<file path="src/dma_cycle_pkg.sv">
// types and constants shared by the disk data controller dma bus-cycle engine
// assumes a single bus clock; files that use these refer to them by full package name
package dma_cycle_pkg;

	localparam int ADDR_W      = 16;  // width of the multiplexed address/data bus
	localparam int HI_ADDR_W   = 32;  // local address width in extended addressing
	localparam int THR_W       = 6;   // width of the fifo threshold setting
	localparam int CNT_W       = 16;  // width of burst and block counts
	localparam int STD_STATES  = 4;   // states in a standard memory cycle
	localparam int EXT_STATES  = 5;   // states in an extended memory cycle

	// bus phases: idle, waiting for grant, then the memory cycle states
	typedef enum logic [2:0] {
		PH_IDLE = 3'h0,
		PH_WAIT = 3'h1,
		PH_T0   = 3'h2,
		PH_T1   = 3'h3,
		PH_T2   = 3'h4,
		PH_T3   = 3'h5,
		PH_T4   = 3'h6
	} phase_t;

	typedef enum logic {
		CH_LOCAL  = 1'h0,
		CH_REMOTE = 1'h1
	} chan_t;

	// pins toward buffer memory; oe_n low while the bus is driven
	typedef struct packed {
		logic [ADDR_W-1:0] data_out;
		logic              oe_n;
		logic              low_address_strobe;
		logic              high_address_strobe;
		logic              rd_n;
		logic              wr_n;
	} mem_pins_t;

	// static configuration of the engine
	typedef struct packed {
		logic             dual_channel;   // 0: single channel
		logic             addr32;         // 32-bit addressing, single channel only
		logic             word_mode;      // 1: word transfers
		logic             local_to_mem;   // 1: fifo data written to memory
		logic             remote_to_mem;  // 1: host data written to memory
		logic             remote_stream;  // 1: whole block in one stream
		logic [THR_W-1:0] fifo_threshold;
		logic [CNT_W-1:0] remote_burst_len;
	} dma_cfg_t;

	localparam mem_pins_t PINS_IDLE = '{data_out: 16'h0000, oe_n: 1'b1,
		low_address_strobe: 1'b0, high_address_strobe: 1'b0, rd_n: 1'b1, wr_n: 1'b1};

endpackage : dma_cycle_pkg

</file>
<file path="src/dma_addr_counter.sv">
// address counter for one dma channel, steps by one byte or one word
// assumes load and inc are never raised together by the caller
`timescale 1ns/1ps
module dma_addr_counter #(
	parameter int W = 16
) (
	// clock and reset
	input  wire logic         clk,
	input  wire logic         rstn,
	// control
	input  wire logic         load,
	input  wire logic [W-1:0] load_value,
	input  wire logic         word_step,
	input  wire logic         inc,
	// state
	output logic      [W-1:0] value,
	output logic              rolled
);

	typedef struct packed {
		logic [W-1:0] value;
		logic         rolled;
	} ctr_t;

	ctr_t st;
	ctr_t next_st;
	logic [16:0] low_sum;

	if (W < 16) begin : g_width_check
		$error("dma_addr_counter needs at least 16 address bits");
	end

	// rolled pulses when the low 16 bits wrap, so the upper half must be relatched
	always_comb begin
		next_st        = st;
		next_st.rolled = 1'b0;
		low_sum        = {1'b0, st.value[15:0]} + (word_step ? 17'h00002 : 17'h00001);
		if (load) begin
			next_st.value = load_value;
		end else if (inc) begin
			next_st.value  = st.value + W'(word_step ? 2 : 1);
			next_st.rolled = low_sum[16];
		end
	end

	always_ff @(posedge clk or negedge rstn) begin
		if (!rstn) begin
			st <= '0;
		end else begin
			st <= next_st;
		end
	end

	assign value  = st.value;
	assign rolled = st.rolled;

endmodule : dma_addr_counter

</file>
<file path="src/dma_xfer_counter.sv">
// down counter of remaining transfers for a burst or a block
// assumes load wins over dec when both are raised
`timescale 1ns/1ps
module dma_xfer_counter #(
	parameter int W = 16
) (
	// clock and reset
	input  wire logic         clk,
	input  wire logic         rstn,
	// control
	input  wire logic         load,
	input  wire logic [W-1:0] load_value,
	input  wire logic         dec,
	// state
	output logic      [W-1:0] count,
	output logic              is_one,
	output logic              is_zero
);

	typedef struct packed {
		logic [W-1:0] count;
	} cnt_t;

	cnt_t st;
	cnt_t next_st;

	if (W < 2) begin : g_width_check
		$error("dma_xfer_counter needs at least two bits");
	end

	// never wraps below zero, so a stray decrement cannot restart a block
	always_comb begin
		next_st = st;
		if (load) begin
			next_st.count = load_value;
		end else if (dec && st.count != '0) begin
			next_st.count = st.count - W'(1);
		end
	end

	always_ff @(posedge clk or negedge rstn) begin
		if (!rstn) begin
			st <= '0;
		end else begin
			st <= next_st;
		end
	end

	assign count   = st.count;
	assign is_one  = (st.count == W'(1));
	assign is_zero = (st.count == '0);

endmodule : dma_xfer_counter

</file>
<file path="src/disk_dma_bus_cycle_engine.sv">
// bus-cycle sequencer of the disk data controller on-chip dma
// assumes buffer memory and bus arbitration logic outside, all on the bus clock
//
// Functional notes
// - a standard memory cycle is exactly four states T1 to T4
// - low 16 address bits drive the bus from the edge opening T1
// - address bits 0-7 on lines 0-7, bits 8-15 on lines 8-15
// - low address strobe high during T1; memory latches on its fall
// - address removed at T2; read or write strobe held through T3
// - on memory writes the data is driven from T2 to end of T3
// - grant sampled at start of T4 decides next cycle or release
// - a grant lost before T4 still lets the current cycle finish
// - extended cycle adds T0 with upper address and high strobe
// - extended cycle only at block start and on low address rollover
// - raise channel request; cycles start only after matching grant
// - local request at fifo threshold; grant sampled each edge
// - local burst is threshold or half in word mode; stops on full/empty
// - last local cycle drops request at T2, releases after T4
// - remote channel moves data in bursts or as one stream
// - remote burst runs the programmed number of transfers after grant
// - last remote burst cycle drops request at T2, re-raises at T4 if more
// - stream mode keeps remote request until T2 of final cycle
// - grant withdrawn before T4 ends stream now, later after one more
// - local channel has priority over remote channel
`timescale 1ns/1ps
module disk_dma_bus_cycle_engine (
	// clock and reset
	input  wire logic                                     clk,
	input  wire logic                                     rstn,
	// configuration and channel control
	input  wire dma_cycle_pkg::dma_cfg_t                  cfg,
	input  wire logic                                     local_enable,
	input  wire logic                                     local_start,
	input  wire logic [dma_cycle_pkg::HI_ADDR_W-1:0]      local_start_addr,
	input  wire logic                                     remote_enable,
	input  wire logic                                     remote_start,
	input  wire logic [dma_cycle_pkg::ADDR_W-1:0]         remote_start_addr,
	input  wire logic [dma_cycle_pkg::CNT_W-1:0]          remote_block_len,
	// fifo side
	input  wire logic                                     fifo_at_threshold,
	input  wire logic                                     fifo_full,
	input  wire logic                                     fifo_empty,
	input  wire logic                                     fifo_one_left,
	input  wire logic                                     fifo_one_space,
	input  wire logic [dma_cycle_pkg::ADDR_W-1:0]         fifo_rdata,
	output logic                                          fifo_pop,
	output logic                                          fifo_push,
	// host port side
	input  wire logic [dma_cycle_pkg::ADDR_W-1:0]         host_wdata,
	output logic                                          host_pop,
	output logic                                          host_push,
	output logic [dma_cycle_pkg::ADDR_W-1:0]              read_data,
	// arbitration
	output logic                                          local_bus_request,
	input  wire logic                                     local_bus_grant,
	output logic                                          remote_bus_request,
	input  wire logic                                     remote_bus_grant,
	// buffer memory bus
	input  wire logic [dma_cycle_pkg::ADDR_W-1:0]         muxed_addr_data_bus_in,
	output dma_cycle_pkg::mem_pins_t                      mem_pins,
	// status
	output logic                                          owns_bus,
	output logic                                          remote_busy
);

	// whole engine state, registered as one word
	typedef struct packed {
		dma_cycle_pkg::phase_t                phase;
		dma_cycle_pkg::chan_t                 ch;
		logic                                 write;
		logic                                 grant_ok;
		logic                                 last;
		logic                                 need_hi;
		logic                                 local_req;
		logic                                 remote_req;
		logic                                 owns;
		logic                                 busy;
		logic                                 fifo_pop;
		logic                                 fifo_push;
		logic                                 host_pop;
		logic                                 host_push;
		logic [dma_cycle_pkg::ADDR_W-1:0]     read_data;
		dma_cycle_pkg::mem_pins_t             pins;
	} eng_t;

	eng_t st;
	eng_t next_st;

	logic [dma_cycle_pkg::HI_ADDR_W-1:0] local_addr;
	logic                                local_rolled;
	logic [dma_cycle_pkg::ADDR_W-1:0]    remote_addr;
	logic [dma_cycle_pkg::CNT_W-1:0]     local_burst_n;
	logic                                local_burst_one;
	logic                                remote_burst_one;
	logic                                remote_block_one;
	logic                                remote_block_zero;
	logic                                grant_now;
	logic                                loc_want;
	logic                                rem_want;
	logic                                start_burst;
	logic                                addr_inc;
	logic                                ext_mode;

	// pins for a given phase; everything idle outside the owned cycle
	function automatic dma_cycle_pkg::mem_pins_t drive_pins(
		input dma_cycle_pkg::phase_t                ph,
		input logic                                 wr,
		input logic [dma_cycle_pkg::HI_ADDR_W-1:0]  addr,
		input logic [dma_cycle_pkg::ADDR_W-1:0]     wdata
	);
		dma_cycle_pkg::mem_pins_t p;
		p = dma_cycle_pkg::PINS_IDLE;
		unique case (ph)
			dma_cycle_pkg::PH_T0: begin
				p.data_out            = addr[31:16];
				p.oe_n                = 1'b0;
				p.high_address_strobe = 1'b1;
			end
			dma_cycle_pkg::PH_T1: begin
				p.data_out           = addr[15:0];
				p.oe_n               = 1'b0;
				p.low_address_strobe = 1'b1;
			end
			// strobe and write data in T2 and T3
			dma_cycle_pkg::PH_T2, dma_cycle_pkg::PH_T3: begin
				p.data_out = wr ? wdata : '0;
				p.oe_n     = ~wr;
				p.rd_n     = wr;
				p.wr_n     = ~wr;
			end
			// not driving outside the address and data states
			dma_cycle_pkg::PH_IDLE, dma_cycle_pkg::PH_WAIT, dma_cycle_pkg::PH_T4: begin
				p = dma_cycle_pkg::PINS_IDLE;
			end
			default: begin
				p = dma_cycle_pkg::PINS_IDLE;
			end
		endcase
		return p;
	endfunction : drive_pins

	// local burst length: threshold, halved in word mode
	assign local_burst_n = dma_cycle_pkg::CNT_W'(cfg.word_mode ?
		(cfg.fifo_threshold >> 1) : cfg.fifo_threshold);

	// local wants the bus once fifo reaches threshold
	assign loc_want  = local_enable && fifo_at_threshold;
	// remote only exists in dual channel modes
	assign rem_want  = remote_enable && cfg.dual_channel && !remote_block_zero;
	assign grant_now = (st.ch == dma_cycle_pkg::CH_LOCAL) ? local_bus_grant : remote_bus_grant;
	assign ext_mode  = cfg.addr32 && !cfg.dual_channel;

	// a burst starts only on the matching grant while waiting
	assign start_burst = (st.phase == dma_cycle_pkg::PH_WAIT) && grant_now;
	// addresses and counts advance as T3 closes, ready before any next T0/T1
	assign addr_inc    = (st.phase == dma_cycle_pkg::PH_T3);

	dma_addr_counter #(
		.W (dma_cycle_pkg::HI_ADDR_W)
	) u_local_addr (
		.clk        (clk),
		.rstn       (rstn),
		.load       (local_start),
		.load_value (local_start_addr),
		.word_step  (cfg.word_mode),
		.inc        (addr_inc && st.ch == dma_cycle_pkg::CH_LOCAL),
		.value      (local_addr),
		.rolled     (local_rolled)
	);

	dma_addr_counter #(
		.W (dma_cycle_pkg::ADDR_W)
	) u_remote_addr (
		.clk        (clk),
		.rstn       (rstn),
		.load       (remote_start),
		.load_value (remote_start_addr),
		.word_step  (cfg.word_mode),
		.inc        (addr_inc && st.ch == dma_cycle_pkg::CH_REMOTE),
		.value      (remote_addr),
		.rolled     ()
	);

	dma_xfer_counter #(
		.W (dma_cycle_pkg::CNT_W)
	) u_local_burst (
		.clk        (clk),
		.rstn       (rstn),
		.load       (start_burst && st.ch == dma_cycle_pkg::CH_LOCAL),
		.load_value (local_burst_n),
		.dec        (addr_inc && st.ch == dma_cycle_pkg::CH_LOCAL),
		.count      (),
		.is_one     (local_burst_one),
		.is_zero    ()
	);

	// remote burst loaded with the programmed length
	dma_xfer_counter #(
		.W (dma_cycle_pkg::CNT_W)
	) u_remote_burst (
		.clk        (clk),
		.rstn       (rstn),
		.load       (start_burst && st.ch == dma_cycle_pkg::CH_REMOTE),
		.load_value (cfg.remote_burst_len),
		.dec        (addr_inc && st.ch == dma_cycle_pkg::CH_REMOTE),
		.count      (),
		.is_one     (remote_burst_one),
		.is_zero    ()
	);

	dma_xfer_counter #(
		.W (dma_cycle_pkg::CNT_W)
	) u_remote_block (
		.clk        (clk),
		.rstn       (rstn),
		.load       (remote_start),
		.load_value (remote_block_len),
		.dec        (addr_inc && st.ch == dma_cycle_pkg::CH_REMOTE),
		.count      (),
		.is_one     (remote_block_one),
		.is_zero    (remote_block_zero)
	);

	// next state of the sequencer
	always_comb begin
		next_st           = st;
		next_st.fifo_pop  = 1'b0;
		next_st.fifo_push = 1'b0;
		next_st.host_pop  = 1'b0;
		next_st.host_push = 1'b0;
		// upper half relatched at block start and on rollover
		if (local_start || local_rolled) begin
			next_st.need_hi = 1'b1;
		end
		// busy tracks the block counter's next value so the port stays a flop output
		next_st.busy = remote_start ? (remote_block_len != '0) : !(remote_block_zero ||
			(remote_block_one && addr_inc && st.ch == dma_cycle_pkg::CH_REMOTE));
		unique case (st.phase)
			dma_cycle_pkg::PH_IDLE: begin
				next_st.owns = 1'b0;
				if (loc_want) begin
					next_st.ch         = dma_cycle_pkg::CH_LOCAL;
					next_st.local_req  = 1'b1;
					next_st.remote_req = 1'b0;
					next_st.phase      = dma_cycle_pkg::PH_WAIT;
				end else if (rem_want) begin
					next_st.ch         = dma_cycle_pkg::CH_REMOTE;
					next_st.local_req  = 1'b0;
					next_st.remote_req = 1'b1;
					next_st.phase      = dma_cycle_pkg::PH_WAIT;
				end else begin
					next_st.local_req  = 1'b0;
					next_st.remote_req = 1'b0;
				end
			end
			dma_cycle_pkg::PH_WAIT: begin
				// grant sampled on every edge while requesting
				if (grant_now) begin
					next_st.owns  = 1'b1;
					next_st.write = (st.ch == dma_cycle_pkg::CH_LOCAL) ?
						cfg.local_to_mem : cfg.remote_to_mem;
					next_st.phase = dma_cycle_pkg::PH_T1;
				// a waiting remote request yields to local
				end else if (st.ch == dma_cycle_pkg::CH_REMOTE && loc_want) begin
					next_st.ch         = dma_cycle_pkg::CH_LOCAL;
					next_st.local_req  = 1'b1;
					next_st.remote_req = 1'b0;
				end
			end
			dma_cycle_pkg::PH_T0: begin
				next_st.phase = dma_cycle_pkg::PH_T1;
			end
			dma_cycle_pkg::PH_T1: begin
				next_st.phase = dma_cycle_pkg::PH_T2;
				if (st.ch == dma_cycle_pkg::CH_LOCAL) begin
					// burst count or fifo running out ends the burst
					next_st.last = local_burst_one ||
						(st.write ? fifo_one_left : fifo_one_space);
					if (next_st.last) begin
						next_st.local_req = 1'b0;
					end
				end else begin
					// burst or stream; stream ends with block
					next_st.last = remote_block_one ||
						(!cfg.remote_stream && remote_burst_one);
					if (next_st.last) begin
						next_st.remote_req = 1'b0;
					end
				end
			end
			dma_cycle_pkg::PH_T2: begin
				next_st.phase = dma_cycle_pkg::PH_T3;
			end
			dma_cycle_pkg::PH_T3: begin
				next_st.phase = dma_cycle_pkg::PH_T4;
				// grant sampled at the start of T4
				next_st.grant_ok = grant_now;
				// memory read data taken as the read strobe rises
				if (!st.write) begin
					next_st.read_data = muxed_addr_data_bus_in;
				end
				if (st.ch == dma_cycle_pkg::CH_LOCAL) begin
					next_st.fifo_pop  = st.write;
					next_st.fifo_push = ~st.write;
				end else begin
					next_st.host_pop  = st.write;
					next_st.host_push = ~st.write;
					// more of the block left: ask again from T4
					if (st.last && !remote_block_one) begin
						next_st.remote_req = 1'b1;
					end
				end
			end
			dma_cycle_pkg::PH_T4: begin
				// continue only on a granted T4
				if (st.grant_ok && !st.last &&
					!(st.ch == dma_cycle_pkg::CH_LOCAL && (st.write ? fifo_empty : fifo_full)) &&
					!(st.ch == dma_cycle_pkg::CH_LOCAL && loc_want == 1'b0 && !local_enable)) begin
					next_st.phase = dma_cycle_pkg::PH_T1;
				end else begin
					next_st.phase = dma_cycle_pkg::PH_IDLE;
					next_st.owns  = 1'b0;
					next_st.last  = 1'b0;
				end
			end
			default: begin
				next_st.phase = dma_cycle_pkg::PH_IDLE;
			end
		endcase
		// any new cycle of an extended local transfer may need T0
		if (next_st.phase == dma_cycle_pkg::PH_T1 &&
			(st.phase == dma_cycle_pkg::PH_WAIT || st.phase == dma_cycle_pkg::PH_T4) &&
			next_st.ch == dma_cycle_pkg::CH_LOCAL && ext_mode && next_st.need_hi) begin
			next_st.phase   = dma_cycle_pkg::PH_T0;
			next_st.need_hi = 1'b0;
		end
		// pins follow the phase being entered
		next_st.pins = drive_pins(next_st.phase, next_st.write,
			(next_st.ch == dma_cycle_pkg::CH_LOCAL) ? local_addr :
				{16'h0000, remote_addr},
			(next_st.ch == dma_cycle_pkg::CH_LOCAL) ? fifo_rdata : host_wdata);
	end

	// one register stage for all state; outputs come straight from it
	always_ff @(posedge clk or negedge rstn) begin
		if (!rstn) begin
			st       <= '0;
			st.phase <= dma_cycle_pkg::PH_IDLE;
			st.pins  <= dma_cycle_pkg::PINS_IDLE;
		end else begin
			st <= next_st;
		end
	end

	// every port below is a flop of the state word
	assign local_bus_request  = st.local_req;
	assign remote_bus_request = st.remote_req;
	assign mem_pins           = st.pins;
	assign fifo_pop           = st.fifo_pop;
	assign fifo_push          = st.fifo_push;
	assign host_pop           = st.host_pop;
	assign host_push          = st.host_push;
	assign read_data          = st.read_data;
	assign owns_bus           = st.owns;
	assign remote_busy        = st.busy;

endmodule : disk_dma_bus_cycle_engine

</file>
<file path="config.mk">
export PLATFORM = sky130hd
export DESIGN_NAME = disk_dma_bus_cycle_engine
export DESIGN_NICKNAME = d
export VERILOG_FILES = /design/src/dma_cycle_pkg.sv /design/src/dma_addr_counter.sv /design/src/dma_xfer_counter.sv /design/src/disk_dma_bus_cycle_engine.sv
export SDC_FILE = /design/constraint.sdc
export NUM_CORES = 1
export LEC_CHECK = 0
export ABC_AREA = 1
export BUFFER_PORTS_ARGS = -buffer_cell sky130_fd_sc_hd__buf_4
export CORE_ASPECT_RATIO = 0.9
export CORE_UTILIZATION = 25
export DETAILED_ROUTE_END_ITERATION = 12
export GPL_TIMING_DRIVEN = 0
export PLACE_DENSITY = 0.5
export SLEW_MARGIN = 30
export SYNTH_ARGS = -nofsm -noshare
export SYNTH_HDL_FRONTEND = slang
export SYNTH_SLANG_ARGS = --single-unit
export TNS_END_PERCENT = 50
</file>
<file path="constraint.sdc">
create_clock -name clk -period 2.05 [get_ports clk]
set_clock_uncertainty 0.2 [all_clocks]
set_input_delay 0.41 -clock clk [delete_from_list [all_inputs] [get_ports clk]]
set_output_delay 0.41 -clock clk [all_outputs]
set_load 0.01 [all_outputs]
</file>
## Word level (Yosys, flattened, before mapping)

Index checks and enable logic that the tools add are counted.

| storage, ports and cells | value |
|---|---|
| output and inout bits | 45 |
| word-level logic and storage cells | 185 |
| input bits | 153 |
| flip-flop bits (word level) | 150 |

| operators by class | value |
|---|---|
| bitwise operators | 5 |
| multiplexer cells | 60 |
| equality and inequality tests | 24 |
| reduce and logical (&&, ||, !) cells | 62 |
| add/sub/neg operators | 7 |

Operators by type and width:

| operator | number |
|---|---|
| 16-bit two-way mux | 10 |
| 32-bit two-way mux | 2 |
| 16-bit nonzero test | 4 |
| 17-bit case mux with 3 select lines | 1 |
| 16-bit by 1-bit equality test with 1-bit output (second input constant) | 3 |
| 16-bit by 1-bit subtractor with 16-bit output (second input constant) | 3 |
| 16-bit by 17-bit adder with 17-bit output | 2 |
| 33-bit two-way mux | 1 |
| 32-bit adder | 1 |
| 1-bit logical AND | 27 |
| 1-bit two-way mux | 24 |
| 3-bit case mux with 7 select lines | 1 |
| 20-bit two-way mux | 1 |
| 2-bit two-way mux | 9 |
| 17-bit two-way mux | 1 |
| 16-bit adder | 1 |
| 16-bit zero test | 1 |
| 2-bit != test (second input constant) | 8 |
| 3-bit by 2-bit equality test with 1-bit output (second input constant) | 5 |
| 3-bit equality test (second input constant) | 5 |
| 2-bit nonzero test | 6 |
| 1-bit zero test | 9 |
| 4-bit two-way mux | 2 |
| 7-bit AND reduction | 1 |
| other kinds (16) | 30 |

## Longest topological paths before layout

| depth | value |
|---|---|
| depth in word-level cells | 17 |
| gate-level depth with buffers | 15 |
| mapped depth without buffers | 15 |

## Hierarchy

A second synthesis with hierarchy kept.

| second synthesis, totals | value |
|---|---|
| cells, all modules | 1484 |
| area, all modules | 10689.0 sq um |

By module, submodules not included:

| module | sequential area each (sq um) | area each (sq um) | cells an instance | instances |
|---|---|---|---|---|
| dma_xfer_counter | 400.4 | 1301.2 | 180 | 3 |
| disk_dma_bus_cycle_engine | 1330.0 | 3228.1 | 431 | 1 |
| dma_addr_counter at u_local_addr | 825.8 | 2389.8 | 358 | 1 |
| dma_addr_counter at u_remote_addr | 425.4 | 1167.4 | 155 | 1 |

## Worst setup path before layout

No wires, ideal clock.

| timing path | value |
|---|---|
| path kind | input to register |
| start | input port cfg[25] (netlist name) |
| end | register u_local_addr.st, in the netlist u_local_addr.value[18] |
| data required time | 1.734 ns |
| setup time | 0.116 ns |
| arrival time | 2.058 ns |
| path buffers | 0 |
| path slack | -0.325 ns |
| stages on the path | 14 |
| cells stage by stage | inv_1 > ha_1 > fa_1 > nand3_1 > nor2_2 > nand2_1 > nor2_4 > nand3_1 > nor2_2 > nand2_1 > o21ai_2 > nand2_1 > nand2_1 > nand2_1 |

| between the ends | value |
|---|---|
| word-level cells in the longest chain between the ends | 4 |

RTL lines:

| element | line | source |
|---|---|---|
| start: declaration | disk_dma_bus_cycle_engine.sv:31 | `input wire dma_cycle_pkg::dma_cfg_t cfg,` |
| 2-bit two-way mux | dma_addr_counter.sv:41 | `next_st.value = st.value + W'(word_step ? 2 : 1);` |
| 32-bit adder | dma_addr_counter.sv:41 |  |
| 33-bit two-way mux | dma_addr_counter.sv:40 | `end else if (inc) begin` |
| 32-bit two-way mux | dma_addr_counter.sv:38 | `if (load) begin` |
| end signal: assignment | dma_addr_counter.sv:50 | `st <= next_st;` |
| end: declaration | dma_addr_counter.sv:25 | `ctr_t st;` |

Every way passes these cells. The select of a mux whose other input is x is not followed.
A chain may end at the register's enable or synchronous reset.

## Worst setup path after layout

| timing path | value |
|---|---|
| start | register u_remote_addr.st, in the netlist u_remote_addr.value[0] |
| end | register u_remote_addr.st, in the netlist u_remote_addr.value[12] |

| between the ends | value |
|---|---|
| word-level cells in the longest chain between the ends | 3 |

RTL lines:

| element | line |
|---|---|
| start: declaration | dma_addr_counter.sv:25 |
| start signal: assignment | dma_addr_counter.sv:50 |
| 16-bit adder | dma_addr_counter.sv:41 |
| 17-bit two-way mux | dma_addr_counter.sv:40 |
| 16-bit two-way mux | dma_addr_counter.sv:38 |

Every way passes these cells. The select of a mux whose other input is x is not followed.

==> flow_metrics.py <==
metrics = {
    "power_and_ir_drop": {
        "peakVddDrop_v": 0.000440,
        "p_per_area_nw_per_um2": 1100,
        "totalPowerFinal_mw": 16.0,
        "p_leak_nw": 6.75,
    },
    "floorplan": {
        "io_pins": 198,
        "die_h_um": 188,
        "dieArea_um2": 39100,
        "fp.dieW_um": 208,
        "fp-row-count": 67,
        "start_util": 0.256,
        "core_um2": 37500,
    },
    "worst_setup_path": {
        "path_class": "flop to flop",
        "regToRegSetupSlack_ps": -210,
        "timing.rr.start": "u_remote_addr.value[0]$_DFFE_PN0P_",
        "r2r_cells": 12,
        "critPathRequiredTime_ps": 2220,
        "endpoint_kind": "flop",
        "cp.arrival_ps": 2440,
        "worstPathMaxFanout": 3,
        "worst_r2r_endpoint": "u_remote_addr.value[12]$_DFFE_PN0P_",
        "crit_path_start_kind": "flop",
    },
    "final_layout": {
        "drive_above_1_share": 0.367,
        "layout.cells.non_filler": 2164,
        "final_cell_mix": "340 x nand2_1, 315 x buf_4, 139 x dfrtp_1",
        "layout.nets": 1833,
        "areaGrowthSynthToFinish_pct": 52.4,
        "final_common_cell": "nand2_1",
        "final_area_um2": 14600,
        "final_util": 0.390,
    },
    "place": {
        "dpl_cell_area_um2": 11700,
        "dp_hpwl_mm": 25.4,
        "placed_cells": 1987,
        "preCtsSetupSlack_ps": -831,
        "port_buffers": 195,
        "place.gp.congestion": 0.874,
    },
    "clock_tree": {
        "cts_tree": "built",
        "numClockSinks": 150,
        "ctsHtreeMaxLevel": 4,
        "cts_buffers": 17,
        "clkLatencyLatePin_ps": 440,
        "root_buffer": "clkbuf_16",
        "clockBufferDepth": 2,
        "clk_pin_slew_worst_paths_ps": 60,
    },
    "timing": {
        "final.setup.tns_ps": -1020,
        "min_period_over_period": 1.10,
        "max_clock_freq_mhz": 442,
        "setup_violations": 18,
        "min_period_ps": 2260,
        "timing.hold.ws_ps": 21.0,
        "slew-limit-headroom": 0.475,
        "worst_pin_slew_ps": 788,
        "slew_violations": 0,
        "rsz0062_at_grt": "true",
        "hold_viol": 0,
        "finalWorstSetupSlack_ps": -213,
    },
    "worst_hold_path": {
        "min_from": "muxed_addr_data_bus_in[6]",
        "whs_path_depth": 2,
        "hp-class": "primary input to flop",
        "hold-path-endpoint": "read_data[6]$_DFFE_PN0P_",
    },
    "detailed_routing": {
        "drcViolationCount": 0,
        "drt_iter0_markers": 688,
        "totalWireLength_mm": 35.0,
        "viasPerCell": 4.77,
        "dr.pass1.iters": 7,
        "wire_per_inst_um": 16.2,
        "drtAntennaViolNets": 0,
        "vias": 10300,
    },
    "synth": {
        "yosysUniqueCellTypes": 58,
        "ys_ff_latch": 150,
        "synth_seq_area_share": 0.392,
        "syn_nets": 1472,
        "syn-cell-area_um2": 9580,
        "synth.top_cell.area_share": 0.384,
        "yosys_most_used_dff": "dfrtp_1",
        "syn_avg_cell_area_um2": 7.33,
        "yosys_warnings": 0,
        "yosys.area.top_type": "dfrtp_1",
        "synthCells": 1307,
        "async_flop_share": 1.00,
        "synth_edf_count": 0,
        "yosys-top-cells-area": "dfrtp_1 38%, nand2_1 15%, nand3_1 5.9%",
    },
    "status": {
        "status": "finished with violations",
        "violations": "setup timing",
    },
    "grt": {
        "grt_pass1_vias": 9757,
        "track_usage": 0.177,
        "grt_overflow": 0,
        "grt_pass1_wl_mm": 53.8,
        "grt_max_degree": 79,
        "antenna_found_initial": 1,
    },
    "run": {
        "cap_violations": 0,
    },
}
-- synthesized netlist by cell type, types with 3 or more instances --
master    instances
nand2_2           4
o21ai_0          60
o21ai_1           4
o221ai_1          8
dfstp_2           3
xor2_1           11
ha_1             10
clkbuf_1         17
buf_6             4
a31oi_1           7
nor4_1           12
nand3_1         113
o22ai_1           6
nand4_1          38
nor3_1           29
o21a_1            3
nor3b_1           3
mux2_2           16
o21bai_1          3
inv_1           111
nand4_4           3
nor2_4            5
a21o_1            3
nand2_1         383
dfrtp_1         147
a21oi_2           3
nand3b_1          4
a21oi_1          29
xnor2_1           3
nor2_1          126
o211ai_1         31
inv_2             9
nor2_2           10
buf_2            17
buf_4            41
-- worst max-delay path, stage by stage, from the launching register on --
cell	delay (ps)
dfrtp_1	390
ha_4	160
fa_2	210
nand2_2	70
nor2_1	110
nand2_1	110
nor2_2	160
nand2_2	100
nor2_4	150
nand2_2	80
or2_0	220
a31o_2	200
inv_2	40
-- area by class of cell --
class | count | area, um2
Timing Repair Buffer | 342 | 2850
Buffer | 79 | 609
Antenna cell | 1 | 2.50
Clock inverter | 12 | 178
Multi-Input combinational cell | 956 | 5640
Inverter | 122 | 503
Clock buffer | 19 | 443
Sequential cell | 150 | 3770
Tap cell | 483 | 604
Fill cell | 3903 | 22900
-- cell families (layout without fill, tap and decap cells) --
logic type                 Yosys count  after routing  share of synthesized area
DFF                                150            150                      0.392
adders and majority gates           12             12                     0.0172
and+or+nand+nor                    740            740                      0.345
xor gates and xnor gates            14             14                     0.0128
buffers and inverters              201            574                      0.100
other                                0              1                          0
muxes                               17             17                     0.0199
AOI/OAI and AO/OA                  173            173                      0.112
-- routing by layer --
metal / routed length (um) / vias to the layer above / track usage
met1: 16500 / 4953 / 0.242
met4: 677 / 0 / 0.0470
met3: 1560 / 39 / 0.0327
met5: 0 / - / 0
met2: 16200 / 272 / 0.284
li1: - / 5050 / -
-- worst max-delay path by stage --
stage,slack [ps],startpoint,to
floorplan,-160,cfg[25],u_remote_addr.value[12]$_DFFE_PN0P_
global placement,-810,cfg[25],u_local_addr.rolled$_DFF_PN0_
detailed placement,-830,cfg[25],u_local_addr.rolled$_DFF_PN0_
CTS,-150,u_remote_addr.value[0]$_DFFE_PN0P_,u_remote_addr.value[12]$_DFFE_PN0P_
global route,-330,u_remote_addr.value[0]$_DFFE_PN0P_,u_remote_addr.value[12]$_DFFE_PN0P_
finish,-210,u_remote_addr.value[0]$_DFFE_PN0P_,u_remote_addr.value[12]$_DFFE_PN0P_
-- where the power goes --
part | total [mW] | internal (mW) | switching, mW | leakage (nW)
registers | 4.59 | 3.83 | 0.763 | 1.84
clock network | 3.44 | 2.06 | 1.37 | 0.291
logic | 8.01 | 3.63 | 4.38 | 4.62
-- sequential cells by signal (all words and copies together) (netlist names) --
name / count
u_local_addr.rolled: 1
u_remote_addr.value: 16
u_remote_block.count: 16
owns_bus: 1
st: 8
fifo_pop: 1
u_local_burst.count: 16
host_pop: 1
u_local_addr.value: 32
host_push: 1
read_data: 16
fifo_push: 1
u_remote_burst.count: 16
mem_pins: 21
remote_bus_request: 1
local_bus_request: 1
remote_busy: 1
-- repair_timing --
action                                 in CTS  in global routing
gates resized for setup                   118                186
setup endpoints to repair                 117                107
endpoints found under the hold margin     117                  0
pin swaps                                  32                 74
gates cloned                                2                  4
hold buffers                               45                  0
buffers inserted                           47                 51
No activity file was read; power rests on OpenSTA's default activity.
